### config.mk
export PLATFORM = sky130hd
export DESIGN_NAME = gk_port
export DESIGN_NICKNAME = d
export VERILOG_FILES = /design/src/gk_pkg.sv /design/src/gk_debounce.sv /design/src/gk_port.sv
export SDC_FILE = /design/constraint.sdc
export NUM_CORES = 1
export LEC_CHECK = 0
export BUFFER_PORTS_ARGS = -buffer_cell sky130_fd_sc_hd__clkbuf_2
export CAP_MARGIN = 20
export CORE_MARGIN = 4
export CORE_UTILIZATION = 60
export DETAILED_ROUTE_END_ITERATION = 6
export GPL_TIMING_DRIVEN = 0
export PLACE_DENSITY_LB_ADDON = 0.2
export SYNTH_ARGS = -nofsm -noshare
export SYNTH_HDL_FRONTEND = slang
export SYNTH_SLANG_ARGS = --single-unit
### constraint.sdc
create_clock -name clk_sys -period 2.47 [get_ports clk_sys]
set_input_delay 0.3705 -clock clk_sys [delete_from_list [all_inputs] [get_ports clk_sys]]
set_output_delay 0.3705 -clock clk_sys [all_outputs]
set_load 0.005 [all_outputs]
### src/gk_pkg.sv
/*
 * Shared constants for the pin control block: register offsets, field
 * positions, reset values and debounce timing.
 * Assumes a 16-bit plain register port with byte-addressed even offsets.
 */
package gk_pkg;
   // Register offsets on the plain register port.
   localparam logic [4:0] GK_OFS_DATA   = 5'h00; // Output data high byte, pin level low byte.
   localparam logic [4:0] GK_OFS_IOEN   = 5'h02; // Input enables high byte, output enables low byte.
   localparam logic [4:0] GK_OFS_PULL   = 5'h04; // Pull-up select high byte, pull enables low byte.
   localparam logic [4:0] GK_OFS_FLAGS  = 5'h06; // Edge event flags, write one to clear.
   localparam logic [4:0] GK_OFS_IRQCTL = 5'h08; // Edge select high byte, event enables low byte.
   localparam logic [4:0] GK_OFS_DEBEN  = 5'h0a; // Debounce enables.
   localparam logic [4:0] GK_OFS_MODSEL = 5'h0c; // Peripheral function select.
   localparam logic [4:0] GK_OFS_FNC    = 5'h0e; // Two-bit peripheral choice per pin.
   localparam logic [4:0] GK_OFS_CLKCFG = 5'h10; // Debug run and key reset combination.
   // Field positions.
   localparam int GK_HI_LSB       = 8;
   localparam int GK_DBGRUN_BIT   = 0;
   localparam int GK_KEYCMB_LSB   = 1;
   // Reset values.
   localparam logic [15:0] GK_RST_ZERO = 16'h0000;
   // Debounce: stable samples of the port function clock before the output moves.
   localparam int GK_DB_SAMPLES   = 2;
   // Key reset combination codes.
   typedef enum logic [1:0] {
      GK_KEY_OFF = 2'b00,
      GK_KEY_P01 = 2'b01,
      GK_KEY_P02 = 2'b10,
      GK_KEY_P03 = 2'b11
   } gk_key_e;
endpackage

### src/gk_debounce.sv
/*
 * One pin's debounce filter, stepped by the port function clock tick.
 * Assumes din is already synchronised to clk_sys.
 */
`timescale 1ns/1ps
`default_nettype none
module gk_debounce
   import gk_pkg::*;
#(
   parameter int SAMPLES = gk_pkg::GK_DB_SAMPLES
) (
   // Clock and reset.
   input  wire logic clk_sys,
   input  wire logic arst_n,
   // Control.
   input  wire logic tick,
   input  wire logic en,
   input  wire logic bypass,
   // Level in and out.
   input  wire logic din,
   output logic      dout
);
   logic [SAMPLES-1:0] hist_reg; // Last samples taken on ticks.
   logic               filt_reg; // Accepted level.

   // Shift a sample in on every delivered tick; a level is accepted only when
   // it matches every stored sample, so pulses under two to three periods die.
   always_ff @(posedge clk_sys or negedge arst_n) begin
      if (!arst_n) begin
         hist_reg <= '0;
         filt_reg <= 1'b0;
      end else if (!en) begin
         // Track the pin so that enabling the filter starts from the live level.
         hist_reg <= {SAMPLES{din}};
         filt_reg <= din;
      end else if (tick) begin
         hist_reg <= {hist_reg[SAMPLES-2:0], din};
         if (hist_reg == {SAMPLES{din}}) begin // [RL24] [RL14]
            filt_reg <= din;
         end
      end
   end

   // Bypass passes the pin straight through while the clock is stopped in sleep.
   assign dout = (en && !bypass) ? filt_reg : din; // [RL13] [RL16]
endmodule
`default_nettype wire

### src/gk_port.sv
/*
 * Pin control block: GPIO enables, pulls, peripheral hand-over, per-pin
 * debounce, edge events and the key-entry reset detector.
 * Assumes a plain single-cycle register port on clk_sys, a port function
 * clock given as a one-cycle tick from the clock generator, and pad logic
 * outside that resolves pin_out, pin_oe and the pull requests.
 */
// Local design decisions: the strobed register port and the placing of the registers.
`timescale 1ns/1ps
`default_nettype none
// Notes on behaviour
// RL1: Debug without debug run withholds the port clock.
// RL2: Withheld clock freezes filter; registers stay writable.
// RL3: Debug run keeps the port clock in debug.
// RL4: Reset: GPIO, disabled, no pulls, debug pins debug.
// RL5: Software hands pins to peripherals in order.
// RL6: Selected peripheral fully owns the pin.
// RL7: Software sets output then clears function select.
// RL8: Software follows the input setup order.
// RL9: Pull only with output off and pull enabled.
// RL10: Pins without GPIO read zero, stay reset.
// RL11: Enabled output drives the out value.
// RL12: Pin value shows the sampled pin level.
// RL13: Each pin has its own debounce enable.
// RL14: Filter rejects pulses under two-three clock periods.
// RL15: Software waits four port clocks before enabling events.
// RL16: Clock stopped in sleep bypasses the filter.
// RL17: All chosen pins low raises reset request.
// RL18: Software makes key pins inputs before choosing.
// RL19: Key reset follows filter or raw level.
// RL20: Key pins still work as GPIO inputs.
// RL21: Disabled input reads pin value zero.
// RL22: Edge select one falling, zero rising.
// RL23: Flag sets on edge, cleared by writing one.
// RL24: Filter moves after stable consecutive samples.
module gk_port
   import gk_pkg::*;
#(
   parameter int          NPINS    = 8,
   parameter logic [7:0]  GPIO_MSK = 8'hff, // Pins that have a GPIO function.
   parameter logic [7:0]  DBG_MSK  = 8'h00  // Pins that carry debug signals after reset.
) (
   // Clock and reset.
   input  wire logic              clk_sys,
   input  wire logic              arst_n,
   // Register port.
   input  wire logic [4:0]        reg_addr,
   input  wire logic [15:0]       reg_wdata,
   input  wire logic              reg_wr,
   input  wire logic              reg_rd,
   output logic [15:0]            reg_rdata,
   // Port function clock and power modes.
   input  wire logic              pfc_tick,
   input  wire logic              cpu_debug,
   input  wire logic              sleep_mode,
   input  wire logic              sleep_clk_stop,
   // Pins.
   input  wire logic [NPINS-1:0]  pin_in,
   output logic [NPINS-1:0]       pin_out,
   output logic [NPINS-1:0]       pin_oe,
   output logic [NPINS-1:0]       pull_up_en,
   output logic [NPINS-1:0]       pull_dn_en,
   // Peripheral side.
   input  wire logic [NPINS-1:0]  periph_out,
   input  wire logic [NPINS-1:0]  periph_oe,
   output logic [NPINS-1:0]       periph_in,
   output logic [2*NPINS-1:0]     periph_func_choice,
   // Requests.
   output logic                   irq_req,
   output logic                   key_rst_req
);
   localparam logic [NPINS-1:0] GMSK = GPIO_MSK[NPINS-1:0];
   localparam logic [NPINS-1:0] DMSK = DBG_MSK[NPINS-1:0];

   // Control registers.
   logic [NPINS-1:0]   out_value_reg;      // Output data.
   logic [NPINS-1:0]   input_enable_reg;   // Input enables.
   logic [NPINS-1:0]   output_enable_reg;  // Output enables.
   logic [NPINS-1:0]   pull_enable_reg;    // Pull enables.
   logic [NPINS-1:0]   pull_up_select_reg; // One selects pull-up.
   logic [NPINS-1:0]   irq_flag_reg;       // Sticky edge flags.
   logic [NPINS-1:0]   irq_enable_reg;     // Event enables.
   logic [NPINS-1:0]   irq_edge_reg;       // One selects falling edge.
   logic [NPINS-1:0]   debounce_en_reg;    // Per-pin filter enables.
   logic [NPINS-1:0]   periph_sel_reg;     // One hands the pin to a peripheral.
   logic [2*NPINS-1:0] func_choice_reg;    // Peripheral choice.
   logic               debug_run_reg;      // Keep port clock in debug.
   logic [1:0]         key_combo_reg;      // Key reset combination.
   // Input path.
   logic [NPINS-1:0]   sync1_reg;          // First synchroniser stage.
   logic [NPINS-1:0]   sync2_reg;          // Second synchroniser stage.
   logic [NPINS-1:0]   filt;               // Filtered or bypassed levels.
   logic [NPINS-1:0]   gated_in;           // Level seen by GPIO input logic.
   logic [NPINS-1:0]   prev_in_reg;        // Previous gated level.
   logic [NPINS-1:0]   edge_ev;            // Selected edge this cycle.
   logic [NPINS-1:0]   flag_clr;           // Write-one-to-clear mask.
   logic               dbg_halt;           // Port clock withheld for debug.
   logic               sleep_byp;          // Port clock stopped in sleep.
   logic               pfc_live;           // Delivered port clock tick.
   logic               wr_hit;             // Helper for write decode.

   // Widen a pin vector into an 8-bit register lane.
   function automatic logic [7:0] lane(input logic [NPINS-1:0] v);
      lane = 8'h00;
      lane[NPINS-1:0] = v;
   endfunction

   // Pins chosen by the key reset combination; code one uses pins 0 and 1.
   function automatic logic [NPINS-1:0] key_pins(input logic [1:0] c);
      key_pins = '0;
      case (gk_key_e'(c))
         GK_KEY_OFF: key_pins = '0;
         GK_KEY_P01: key_pins[1:0] = 2'b11;
         GK_KEY_P02: key_pins[2:0] = 3'b111;
         GK_KEY_P03: key_pins[3:0] = 4'b1111;
         default:    key_pins = '0;
      endcase
   endfunction

   // Port clock delivery: debug halts it unless debug run is set, and a
   // clock that stops in sleep turns the filter into a wire instead.
   assign dbg_halt  = cpu_debug && !debug_run_reg;   // [RL1] [RL3]
   assign sleep_byp = sleep_mode && sleep_clk_stop;
   assign pfc_live  = pfc_tick && !dbg_halt && !sleep_byp;
   assign wr_hit    = reg_wr;

   // Pins are asynchronous to clk_sys, so two flops precede any logic.
   always_ff @(posedge clk_sys or negedge arst_n) begin
      if (!arst_n) begin
         sync1_reg <= '0;
         sync2_reg <= '0;
      end else begin
         sync1_reg <= pin_in;
         sync2_reg <= sync1_reg;
      end
   end

   // One filter per pin; a pin without a debounce enable sees the raw level.
   for (genvar i = 0; i < NPINS; i++) begin : g_db
      gk_debounce #(.SAMPLES(GK_DB_SAMPLES)) u_db (
         .clk_sys (clk_sys),
         .arst_n  (arst_n),
         .tick    (pfc_live),            // [RL2]
         .en      (debounce_en_reg[i]),  // [RL13]
         .bypass  (sleep_byp),           // [RL16]
         .din     (sync2_reg[i]),
         .dout    (filt[i])
      );
   end

   // GPIO input is live only with input enabled and the GPIO function chosen.
   assign gated_in  = filt & input_enable_reg & ~periph_sel_reg & GMSK; // [RL12] [RL21]
   assign periph_in = sync2_reg;

   // Edge select one picks falling edges, zero picks rising edges.
   assign edge_ev = (irq_edge_reg & prev_in_reg & ~gated_in) |
                    (~irq_edge_reg & ~prev_in_reg & gated_in); // [RL22]
   assign flag_clr = (wr_hit && reg_addr == GK_OFS_FLAGS) ? reg_wdata[NPINS-1:0] : '0;

   // Previous gated level for edge detection.
   always_ff @(posedge clk_sys or negedge arst_n) begin
      if (!arst_n) begin
         prev_in_reg <= '0;
      end else begin
         prev_in_reg <= gated_in;
      end
   end

   // Sticky flags: an edge in the clearing cycle wins over the clear.
   always_ff @(posedge clk_sys or negedge arst_n) begin
      if (!arst_n) begin
         irq_flag_reg <= '0;
      end else begin
         irq_flag_reg <= ((irq_flag_reg & ~flag_clr) | edge_ev) & GMSK; // [RL23]
      end
   end

   // GPIO control registers; bits of pins without GPIO stay zero.
   always_ff @(posedge clk_sys or negedge arst_n) begin
      if (!arst_n) begin
         out_value_reg      <= '0; // [RL4]
         input_enable_reg   <= '0;
         output_enable_reg  <= '0;
         pull_enable_reg    <= '0;
         pull_up_select_reg <= '0;
         irq_enable_reg     <= '0;
         irq_edge_reg       <= '0;
         debounce_en_reg    <= '0;
      end else if (wr_hit) begin
         // Writes are taken even while the port clock is withheld.
         case (reg_addr)
            GK_OFS_DATA: begin
               out_value_reg <= reg_wdata[GK_HI_LSB +: NPINS] & GMSK; // [RL10] [RL2]
            end
            GK_OFS_IOEN: begin
               input_enable_reg  <= reg_wdata[GK_HI_LSB +: NPINS] & GMSK;
               output_enable_reg <= reg_wdata[NPINS-1:0] & GMSK;
            end
            GK_OFS_PULL: begin
               pull_up_select_reg <= reg_wdata[GK_HI_LSB +: NPINS] & GMSK;
               pull_enable_reg    <= reg_wdata[NPINS-1:0] & GMSK;
            end
            GK_OFS_IRQCTL: begin
               irq_edge_reg   <= reg_wdata[GK_HI_LSB +: NPINS] & GMSK;
               irq_enable_reg <= reg_wdata[NPINS-1:0] & GMSK;
            end
            GK_OFS_DEBEN: begin
               debounce_en_reg <= reg_wdata[NPINS-1:0] & GMSK;
            end
            default: begin
               // Other offsets hold no GPIO control bits.
            end
         endcase
      end
   end

   // Function select and clock configuration; debug pins start handed to
   // the debug function so that a debugger can attach straight after reset.
   always_ff @(posedge clk_sys or negedge arst_n) begin
      if (!arst_n) begin
         periph_sel_reg  <= DMSK; // [RL4]
         func_choice_reg <= '0;
         debug_run_reg   <= 1'b0;
         key_combo_reg   <= GK_KEY_OFF;
      end else if (wr_hit) begin
         case (reg_addr)
            GK_OFS_MODSEL: periph_sel_reg <= reg_wdata[NPINS-1:0];
            GK_OFS_FNC:    func_choice_reg <= reg_wdata[2*NPINS-1:0];
            GK_OFS_CLKCFG: begin
               debug_run_reg <= reg_wdata[GK_DBGRUN_BIT];
               key_combo_reg <= reg_wdata[GK_KEYCMB_LSB +: 2];
            end
            default: begin
               // Nothing else lives in this process.
            end
         endcase
      end
   end

   // Read data stand in the cycle after the read strobe; unmapped reads zero.
   always_ff @(posedge clk_sys or negedge arst_n) begin
      if (!arst_n) begin
         reg_rdata <= GK_RST_ZERO;
      end else if (reg_rd) begin
         case (reg_addr)
            GK_OFS_DATA:   reg_rdata <= {lane(out_value_reg), lane(gated_in)}; // [RL12] [RL20]
            GK_OFS_IOEN:   reg_rdata <= {lane(input_enable_reg), lane(output_enable_reg)};
            GK_OFS_PULL:   reg_rdata <= {lane(pull_up_select_reg), lane(pull_enable_reg)};
            GK_OFS_FLAGS:  reg_rdata <= {8'h00, lane(irq_flag_reg)};
            GK_OFS_IRQCTL: reg_rdata <= {lane(irq_edge_reg), lane(irq_enable_reg)};
            GK_OFS_DEBEN:  reg_rdata <= {8'h00, lane(debounce_en_reg)};
            GK_OFS_MODSEL: reg_rdata <= {8'h00, lane(periph_sel_reg)};
            GK_OFS_FNC:    reg_rdata <= 16'(func_choice_reg);
            GK_OFS_CLKCFG: reg_rdata <= {13'h0000, key_combo_reg, debug_run_reg};
            default:       reg_rdata <= GK_RST_ZERO;
         endcase
      end else begin
         reg_rdata <= GK_RST_ZERO;
      end
   end

   // Pad control: a selected peripheral owns drive and enable, GPIO settings
   // then do nothing; pulls act only with output off and pull enabled.
   assign pin_out    = (periph_sel_reg & periph_out) | (~periph_sel_reg & out_value_reg); // [RL6] [RL11]
   assign pin_oe     = (periph_sel_reg & periph_oe) | (~periph_sel_reg & output_enable_reg);
   assign pull_up_en = ~periph_sel_reg & ~output_enable_reg & pull_enable_reg & pull_up_select_reg; // [RL9]
   assign pull_dn_en = ~periph_sel_reg & ~output_enable_reg & pull_enable_reg & ~pull_up_select_reg;
   assign periph_func_choice = func_choice_reg;

   // Event request to the interrupt controller and the key reset request.
   // The key detector reads the filtered level, so it is immediate with the
   // filter off and needs a long low with the filter on; it does not depend
   // on input enable, so key pins behave as ordinary inputs meanwhile.
   always_ff @(posedge clk_sys or negedge arst_n) begin
      if (!arst_n) begin
         irq_req     <= 1'b0;
         key_rst_req <= 1'b0;
      end else begin
         irq_req     <= |(irq_flag_reg & irq_enable_reg);
         key_rst_req <= (key_combo_reg != GK_KEY_OFF) &&
                        ((filt & key_pins(key_combo_reg)) == '0); // [RL17] [RL19] [RL20]
      end
   end
endmodule
`default_nettype wire

==> results of run 1 <==
==> logic make-up after synthesis <==
logic type | Yosys count | share of synthesized area (%)
flops | 165 | 53.1
simple gates | 137 | 10.4
mux | 136 | 20.3
compound gates | 133 | 12.2
buf+inv | 59 | 4.01
==> cell type report <==
type	instances	area, sq um
plain buffers	36	225
clock buffers	21	480
clock inverters	9	103
fillers	907	3450
inverters	23	86.3
multi-input cells	406	3330
flip-flops and latches	165	4130
well taps	172	215
repair buffers	123	652
==> routing by layer <==
layer,GRT usage [%],routed length [um]
met1,40.0,8590
met2,49.1,10800
met3,6.82,1820
met4,12.5,631
met5,0,0
==> metrics by stage <==
stage	instances	util, %	TNS [ns]	hold WS, ns
after floorplan	630	-	0	0.0749
after global placement	923	67.8	-285.46	0.333
after detailed placement	924	68.1	0	0.337
after CTS	955	72.8	0	0.0238
after global routing	955	72.8	0	0.0174
final	955	72.8	0	0.0406
==> cell usage in the layout, fill, tap and decap left out, types with 3 or more instances in the layout <==
cell / synthesis / layout
a21oi_1: 26 / 26
clkinv_2: 0 / 4
inv_1: 23 / 23
a222oi_1: 8 / 8
clkbuf_2: 0 / 120
nor2b_1: 5 / 5
o31ai_1: 5 / 5
a41o_1: 8 / 8
nand2b_1: 4 / 4
nor4b_1: 8 / 8
and3_1: 3 / 3
a21boi_0: 8 / 8
mux4_2: 3 / 3
nor2_1: 21 / 21
clkbuf_8: 0 / 5
a31oi_1: 12 / 12
clkinvlp_4: 0 / 3
mux2i_1: 22 / 22
and2_1: 5 / 5
o32ai_1: 10 / 10
dfrtp_1: 165 / 165
buf_6: 5 / 5
o21ai_0: 15 / 15
mux2_4: 11 / 11
o22ai_1: 3 / 3
clkbuf_16: 0 / 17
a22oi_1: 15 / 15
buf_4: 11 / 11
nor4bb_1: 8 / 8
a221o_1: 4 / 4
mux2_2: 100 / 100
buf_2: 9 / 9
nand2_1: 44 / 44
nand3_1: 10 / 10
o211ai_1: 4 / 4
a221oi_1: 5 / 5
nand3b_1: 7 / 7
a211oi_1: 8 / 8
nand4_1: 5 / 5
clkbuf_1: 11 / 11
==> worst max-delay path, delay by kind of cell (launching register included) <==
kind,cells,cell delay (ns)
DFF,1,0.40
AOI/OAI and AO/OA,1,0.16
and+or+nand+nor,3,0.42
buffers and inverters,3,1.00
==> power by group <==
| part | total [uW] | switching (uW) | internal (uW) |
|---|---|---|---|
| clock | 2620 | 1040 | 1580 |
| sequential | 3650 | 503 | 3150 |
| combinational | 1380 | 626 | 753 |
| total | 7640 | 2170 | 5480 |
==> timing repair <==
item,CTS,global route
setup endpoints to repair,0,0
endpoints found under the hold margin,46,0
hold buffers,1,0
==> worst max path at each step <==
stage | end | slack (ns) | cells past startpoint
2_1_floorplan | input_enable_reg[0] | 0.63 | 6
3_3_place_gp | pull_up_select_reg[2] | -1.74 | 1
3_5_place_dp | periph_sel_reg[5] | 0.02 | 6
4_1_cts | g_db[5].u_db.hist_reg[1] | 0.43 | 7
5_1_grt | g_db[5].u_db.hist_reg[1] | 0.23 | 7
6_report | g_db[5].u_db.hist_reg[1] | 0.41 | 7
==> results.md, run 1 <==
- Status: completed
- ANT cells: 0
- CTS tree: yes
- Ys Warns: 0
- Post-CTS setup repair buffer count: 0
- Detailed Route WL: 21.8 mm
- Pre-antenna DRT Iters: 7
- Setup CP Type: register to register
- Max-slew headroom: 45.0%
- Final clock skew: 0.0103 ns
- CP Capture Type: register
- Post-synth EDFFs: 0
- CTS resizes: 0
- Synthesized area per cell: 12.3 sq um
- CP max stage delay: approximately 0.40 ns
- Most frequent CP cell: clkbuf_1
- Synth Flop Type: dfrtp_1
- Synthesis-to-layout area growth: 18.7%
- Vias per cell: 6.41
- # clock sinks: roughly 170
- First-pass GRT wire length: 33.5 mm
- Detail Placement HPWL: between 10 and 15 mm
- Initial Util: 61.3%
- Initial antenna violation count: 0
- Routability cong.: about 0.89
- Clk Latency, worst-skew pair: 0.43 ns
- Hold path start: pin_in[3]
- Total gr overflow: 0
- Reg2Reg Launch Point: debug_run_reg
- Seq/Total Area, Yosys: a little over half
- Slew Limit Fails: 0
- Pwr Total: roughly 7600 uW
- Die ar.: around 0.015 sq mm
- Worst slew pin tran: 0.823 ns
- Worst setup margin: roughly 0.41 ns
- Vias in the first global route: 6112
- FF+latch count, synth: between 150 and 200
- Vias: between 6000 and 7000
- Chip height: 122 um
- Placed cell area: about 0.0086 sq mm
- Syn_nets: 683
- Initial DRC count: 732
- Final Setup Violations: 0
- Synth area leaders: dfrtp_1 53%, mux2_2 14%, mux2i_1 2.8%
- Hold endpoint: sync1_reg[3]
- Clock transition at path regs: 0.07 ns
- Worst path slowest cell: dfrtp_1
- Synth top cells by count: 165 x dfrtp_1, 100 x mux2_2, 44 x nand2_1
- Hold path depth: 1
- RR Endpoint: g_db[5].u_db.hist_reg[1]
- Critical Path Start Type: register
- Nets@finish: ~830
- Crit path required time: 2.81 ns
- Wirelength per Cell: between 20 and 25 um
- RSZ-0062 raised after global routing: no
- Post-Layout Inst Area: 0.00922 sq mm
- Most instantiated library cell after synthesis: dfrtp_1
- Count of unique library cells instantiated by Yosys: 51
- Clk root buf: clkbuf_16
- Largest net degree at the start of global routing: 120
- Port bufs: 121
- I/O Pins: between 100 and 150
- CTS Buf Count: 17
- Reg-to-reg slack, setup: 0.41 ns
- Area leader, netlist: dfrtp_1
- Worst Setup SP: debug_run_reg
- Cells after Synth: 630
- Post-synth ARST share: 100%
- Final Hold Fails: 0
- PwrDens: just over 800 mW/mm^2
- Detail Route Antenna Nets: 0
- Core ar.: about 0.013 sq mm
- Place WS: approximately 0.023 ns
- Post-route DRC: 0
- CTS Buffer Depth: 2
- Reg2Reg Depth: 7
- H-tree Lvls: 4
- Syn Std Cell Area: slightly below 0.008 sq mm
- Peak supply drop: 0.582 mV
- CP Data Arrival Time: ~2.4 ns
- Max Cap Viol: 0
- Global-route usage over all layers: 30.3%
- Worst hold path type: input port to register
- Crit path cell chain: nand2b_1, clkbuf_1, and3_1, clkbuf_1, buf_2, nand2_1, a31oi_1
- Layout cell share with drive strength beyond 1: roughly two fifths
- Num rows: 41
- Crit-path max FO: 10
- Max Freq: slightly below 500 MHz
- Post-route clock period utilization: approximately 83%
- Die Span X: ~120 um
- Synth top area share: 53.1%
- Min Clock Period, post-route: a little over 2 ns
- P_leak: around 0.0043 uW
(Power assumes the default switching activity.)
==> run 2, diff against run 1 <==
--- a/config.mk
+++ b/config.mk
@@ -5,10 +5,11 @@
 export SDC_FILE = /design/constraint.sdc
 export NUM_CORES = 1
 export LEC_CHECK = 0
+export ABC_AREA = 1
 export BUFFER_PORTS_ARGS = -buffer_cell sky130_fd_sc_hd__clkbuf_2
 export CAP_MARGIN = 20
 export CORE_MARGIN = 4
-export CORE_UTILIZATION = 60
+export CORE_UTILIZATION = 57
 export DETAILED_ROUTE_END_ITERATION = 6
 export GPL_TIMING_DRIVEN = 0
 export PLACE_DENSITY_LB_ADDON = 0.2
==> constraint.sdc (replaced) <==
create_clock -name clk_sys -period 1.9 [get_ports clk_sys]
set_input_delay 0.285 -clock clk_sys [delete_from_list [all_inputs] [get_ports clk_sys]]
set_output_delay 0.285 -clock clk_sys [all_outputs]
set_load 0.005 [all_outputs]
==> run 2 against run 1 <==
  * Critical path depth fell by 3
  * Sequential power rose by 27%
  * Total power rose by 25%
  * Via count rose by 16%
  * Die area rose by 4.4%
  * Worst hold slack improved by 0.13 ns
  * Cell area rose by 0.14%
  * Largest cell class unchanged
  * Largest power group unchanged
==> results.md, run 2 <==
- Worst slew pin tran: approximately 0.6 ns
- Initial antenna violation count: 0
- Min Clock Period, post-route: approximately 1.8 ns
- Synthesis-to-layout area growth: 19.4%
- Cells after Synth: approximately 950
- FF+latch count, synth: around 170
- Synth top area share: 53.4%
- RSZ-0062 raised after global routing: no
- Synthesized area per cell: approximately 8.2 sq um
- CP max stage delay: between 0.4 and 0.5 ns
- Synth Flop Type: dfrtp_1
- I/O Pins: roughly 130
- Nets@finish: ~1200
- Final clock skew: 0.00678 ns
- Met2 wire len: 10.3 mm
- P_leak: between 0.004 and 0.005 uW
- Synth area leaders: dfrtp_1 53%, nand2_1 14%, o21ai_0 5.1%
- Sw Ratio: approximately 30%
- Crit path required time: between 1.5 and 2 ns
- Global-route usage over all layers: 27.9%
- Initial Util: between 50% and 60%
- Most frequent CP cell: nor2_1
- Reg2Reg Depth: 5
- Seq/Total Area, Yosys: 53.4%
- Num rows: 42
- Detailed Route WL: approximately 21 mm
- WHS: between 0.15 and 0.2 ns
- Reg-to-reg slack, setup: ~0.5 ns
- P_int: around 6600 uW
- Largest net degree at the start of global routing: 101
- Met3 WL: between 1.5 and 2 mm
- Routability cong.: between 0.9 and 1
- Total gr overflow: 0
- Core Util, Final: between 60% and 70%
- Placed cell area: 0.00860 sq mm
- Clock share of power: about 33%
- Clk root buf: clkbuf_16
- Detail Placement HPWL: 15.2 mm
- Crit path cell chain: nor2_1, nand2_1, nor2_1, clkbuf_2
- Most common cell after layout, fill and taps aside: nand2_1
- Most instantiated library cell after synthesis: nand2_1
- ANT cells: 0
- Vias in the first global route: a little under 7000
- Die ar.: about 0.015 sq mm
- Fillers: 1103
- Max Freq: 563 MHz
- Post-route clock period utilization: approximately 93%
- Status: completed
- Post-route DRC: 0
- CP Data Arrival Time: between 1 and 1.5 ns
- Setup CP Type: register to output port
- # clock sinks: ~170
- Hold path start: reg_wdata[14]
- H-tree Lvls: 4
- CTS tree: yes
- Post-synth EDFFs: 0
- Critical Path Start Type: register
- Post-CTS setup repair buffer count: 0
- Clk Latency, worst-skew pair: about 0.43 ns
- Synth top cells by count: 293 x nand2_1, 165 x dfrtp_1, 87 x inv_1
- Syn_nets: 1001
- RR Endpoint: g_db[7].u_db.filt_reg
- Area leader, netlist: dfrtp_1
- Commonest cells after routing, fill and taps aside: 293 x nand2_1, 165 x dfrtp_1, 123 x clkbuf_2, 87 x inv_1, 79 x o21ai_0
- Vias: 7115
- Count of unique library cells instantiated by Yosys: 30
- Final Setup Violations: 0
- First-pass GRT wire length: 34.5 mm
- Post-synth ARST share: between 90% and 100%
- Top routing layer used: met4
- Max-slew headroom: about three fifths
- Initial DRC count: 730
- Reg2Reg Launch Point: debug_run_reg
- Hold path depth: 3
- Hold endpoint: periph_func_choice[14]
- Clock transition at path regs: approximately 0.06 ns
- Detail Route Antenna Nets: 0
- Pre-antenna DRT Iters: 5
- Max Cap Viol: 0
- Peak supply drop: approximately 0.76 mV
- Part of the power in registers: between 40% and 50%
- Wirelength per Cell: 16.5 um
- Die Span X: ~120 um
- Layout cell share with drive strength beyond 1: about a fifth
- Syn Std Cell Area: between 0.007 and 0.008 sq mm
- CTS Buf Count: 17
- Chip height: about 120 um
- Core ar.: about 0.013 sq mm
- Final Hold Fails: 0
- CTS Buffer Depth: 2
- Final TNS setup: 0 ns
- DRT met1 WL: roughly 9 mm
- Sw Pwr: approximately 2900 uW
- Crit-path max FO: 6
- Port bufs: 123
- PwrDens: between 1000 and 1500 mW/mm^2
- Logic pwr share: between 10% and 20%
- Ys Warns: 0
- CP Capture Type: output port
- Vias per cell: 5.52
- Post-Layout Inst Area: between 0.009 and 0.01 sq mm
- Worst hold path type: input port to register
- Worst path slowest cell: dfrtp_1
- Slew Limit Fails: 0
-- run 2: cell count changes after synthesis, sizes merged, moves of 15 or more --
cell and change:
nand2 +251, nor2 +65, nand4 +30, o21ai +129
inv +70, mux2 -104, a22oi -15, nand3 +28
mux2i -22
-- run 2: through the flow --
step | instances | power [uW] | setup slack, ns
after global placement | 1247 | 6330 | -2.35
after detailed placement | 1248 | 6410 | 0.0613
after CTS | 1289 | 9560 | 0.133
after floorplan | 948 | 5640 | 0.593
final | 1289 | 9550 | 0.125
after global routing | 1289 | 10100 | 0.0102
-- run 2: power by group through the flow --
stage,Sequential (uW),Combinational [uW],Clock (uW)
after floorplan,4530,1110,0
after global placement,4660,1670,0
after detailed placement,4670,1740,0
after CTS,4620,1770,3170
after global routing,4710,2030,3350
final,4640,1760,3160
-- run 2: metal layers --
metal | global-route usage (%) | up-vias
li1 | - | 3380
met1 | 38.0 | 3404
met2 | 44.1 | 292
met3 | 6.52 | 39
met4 | 9.93 | 0
met5 | 0 | -
-- run 2: repair_timing --
| item | CTS | global route |
|---|---|---|
| hold buffers | 9 | 0 |
| hold endpoints to repair | 73 | 0 |
| gates resized for setup | 0 | 0 |
-- run 2: final cells by class --
cell class | instances | area (sq um) | area share, %
repair buffers | 133 | 742 | 8.03
well taps | 176 | 220 | 2.38
clock buffers | 23 | 488 | 5.28
multi-input cells | 650 | 3030 | 32.8
clock inverters | 9 | 52.6 | 0.569
flip-flops and latches | 165 | 4130 | 44.7
inverters | 93 | 352 | 3.81
plain buffers | 40 | 226 | 2.45
-- run 2: critical path, delay by kind of cell (launching register included) --
kind / cells / cell delay [ns]
buf+inv: 1 / 0.12
flops: 1 / 0.47
simple gates: 3 / 0.46
-- run 2: kinds of logic after synthesis --
family,synth area share [%]
flops,53.4
buf+inv,7.48
compound gates,12.0
mux,1.02
simple gates,26.1
-- run 2: worst max-delay path by stage --
stage / start / depth (start not counted) / endpoint / slack, ns
final: periph_sel_reg[6] / 4 / pull_up_en[6] / 0.12
after floorplan: reg_addr[1] / 8 / irq_enable_reg[2] / 0.59
after global placement: arst_n / 1 / periph_func_choice[14] / -2.35
after global routing: periph_sel_reg[5] / 4 / pull_up_en[5] / 0.01
after CTS: periph_sel_reg[5] / 4 / pull_up_en[5] / 0.13
after detailed placement: reg_addr[4] / 7 / irq_flag_reg[7] / 0.06
==> run 3, diff against run 2 <==
--- a/config.mk
+++ b/config.mk
@@ -9,7 +9,7 @@
 export BUFFER_PORTS_ARGS = -buffer_cell sky130_fd_sc_hd__clkbuf_2
 export CAP_MARGIN = 20
 export CORE_MARGIN = 4
-export CORE_UTILIZATION = 57
+export CORE_UTILIZATION = 41
 export DETAILED_ROUTE_END_ITERATION = 6
 export GPL_TIMING_DRIVEN = 0
 export PLACE_DENSITY_LB_ADDON = 0.2
==> run 3 against run 2 <==
  * Via count is 0.59% lower
  * Sequential power hardly changed
  * Clock skew hardly changed
  * Sequential share of layout area is 0.57 points lower
  * Total power is 3.4% higher
  * Non-clock buffer count stayed put
  * Critical path type unchanged
==> results.md, run 3 (synthesis results as in run 2) <==
- Status: completed
- Setup CP Type: register to output port
- Core ar.: between 0.015 and 0.02 sq mm
- Peak supply drop: between 0.6 and 0.7 mV
- Num rows: roughly 50
- PwrDens: 1060 mW/mm^2
- Slew Limit Fails: 0
- CP Capture Type: output port
- Chip height: 145 um
- Max-slew headroom: ~56%
- Post-CTS setup repair buffer count: 0
- WHS: ~0.18 ns
- ANT cells: 0
- P_leak: slightly below 0.005 uW
- Post-route DRC: 0
- Worst slew pin tran: roughly 0.66 ns
- Vias: 7073
- Wirelength per Cell: ~17 um
- Pre-antenna DRT Iters: 5
- Final clock skew: approximately 0.0073 ns
- Die Span X: about 150 um
- Reg-to-reg slack, setup: around 0.46 ns
- Initial DRC count: about 430
- Nets@finish: ~1200
- Vias in the first global route: between 6000 and 7000
- CTS Buffer Depth: 2
- Layout cell share with drive strength beyond 1: 19.8%
- CTS tree: yes
- Placed insts: about 1300
- Crit-path max FO: 5
- Clk root buf: clkbuf_16
- Vias per cell: 5.27
- Commonest cells after routing, fill and taps aside: 293 x nand2_1, 165 x dfrtp_1, 123 x clkbuf_2, 87 x inv_1, 79 x o21ai_0
- RSZ-0062 raised after global routing: no
- Post-Layout Inst Area: a little over 0.009 sq mm
- Min Clock Period, post-route: 1.81 ns
- CTS Buf Count: 17
- Worst hold path type: input port to register
- Hold buffer count at cts: 9
- Max Cap Viol: 0
- Post-route clock period utilization: ~95%
- Die ar.: approximately 0.021 sq mm
- Routability cong.: ~0.91
- Crit path required time: between 1.5 and 2 ns
- Max Freq: about 550 MHz
- # clock sinks: 165
- Detail Placement HPWL: between 15 and 20 mm
- CTS resizes: 0
- H-tree Lvls: 4
- CP Data Arrival Time: 1.53 ns
- Core Util, Final: 51.2%
- Final Hold Fails: 0
- Clk Latency, worst-skew pair: around 0.43 ns
- First-pass GRT wire length: 37.2 mm
- Critical Path Start Type: register
- Placed cell area: 0.00867 sq mm
- Synthesis-to-layout area growth: 21.0%
- Largest net degree at the start of global routing: ~110
- Initial antenna violation count: 0
- Initial Util: 42.3%
- Detail Route Antenna Nets: 0
- Port bufs: roughly 120
- Final Setup Violations: 0
- Clock transition at path regs: about 0.070 ns
- I/O Pins: roughly 130
- Non-Filler Instances: between 1000 and 1500
- Total gr overflow: 0
- Detailed Route WL: 23.0 mm
- Global-route usage over all layers: between 20% and 30%
- Most common cell after layout, fill and taps aside: nand2_1
[run 3: cell count changes in the layout (fill, tap and decap cells not counted), sizes merged]
cell,previous run,this run
clkinv,6,4
bufinv,0,2
clkbuf,154,151
clkinvlp,3,4
inv,93,94
[run 3: metal layers]
metal	global-route usage, %	up-vias	wire length, um
met2	36.3	222	11000
met1	30.1	3454	10200
met5	0	-	0
met4	5.41	0	306
li1	-	3374	-
met3	4.89	23	1440
[run 3: critical path: stages, from the launching register on]
cell and delay (ns):
dfrtp_1 0.45, nor2_1 0.24, nand2_1 0.13, nor2_1 0.14
clkbuf_2 0.14
[run 3: final timing paths]
path                                    from                     end  cells past startpoint
setup / recovery           periph_sel_reg[5]           pull_dn_en[5]                      4
hold / removal                 reg_wdata[15]  periph_func_choice[15]                      3
setup reg to reg               debug_run_reg   g_db[7].u_db.filt_reg                      5
hold reg to reg                 sync1_reg[0]            periph_in[0]                      0
max in group asynchronous             arst_n         irq_edge_reg[2]                      3
min in group asynchronous             arst_n            sync1_reg[5]                      2
[run 3: final cells by class]
class                   instances  area [sq um]
flip-flops and latches        165          4130
inverters                      93           352
clock buffers                  20           467
fillers                      1811          8920
repair buffers                133           742
plain buffers                  40           226
clock inverters                11           126
well taps                     229           287
multi-input cells             650          3030
[run 3: per-stage QoR]
stage	power (uW)	setup slack, ns	setup TNS, ns
CTS	9930	0.120	0
detailed placement	6440	-0.0387	-0.133
finish	9880	0.0896	0
floorplan	5640	0.593	0
global route	10400	0.0455	0
global placement	6380	-2.57	-420.74
[run 3: power by group]
group	internal (uW)	leakage [uW]	switching, uW
clock network	2040	0.000281	1440
registers	4120	0.00209	529
logic	715	0.00248	1040
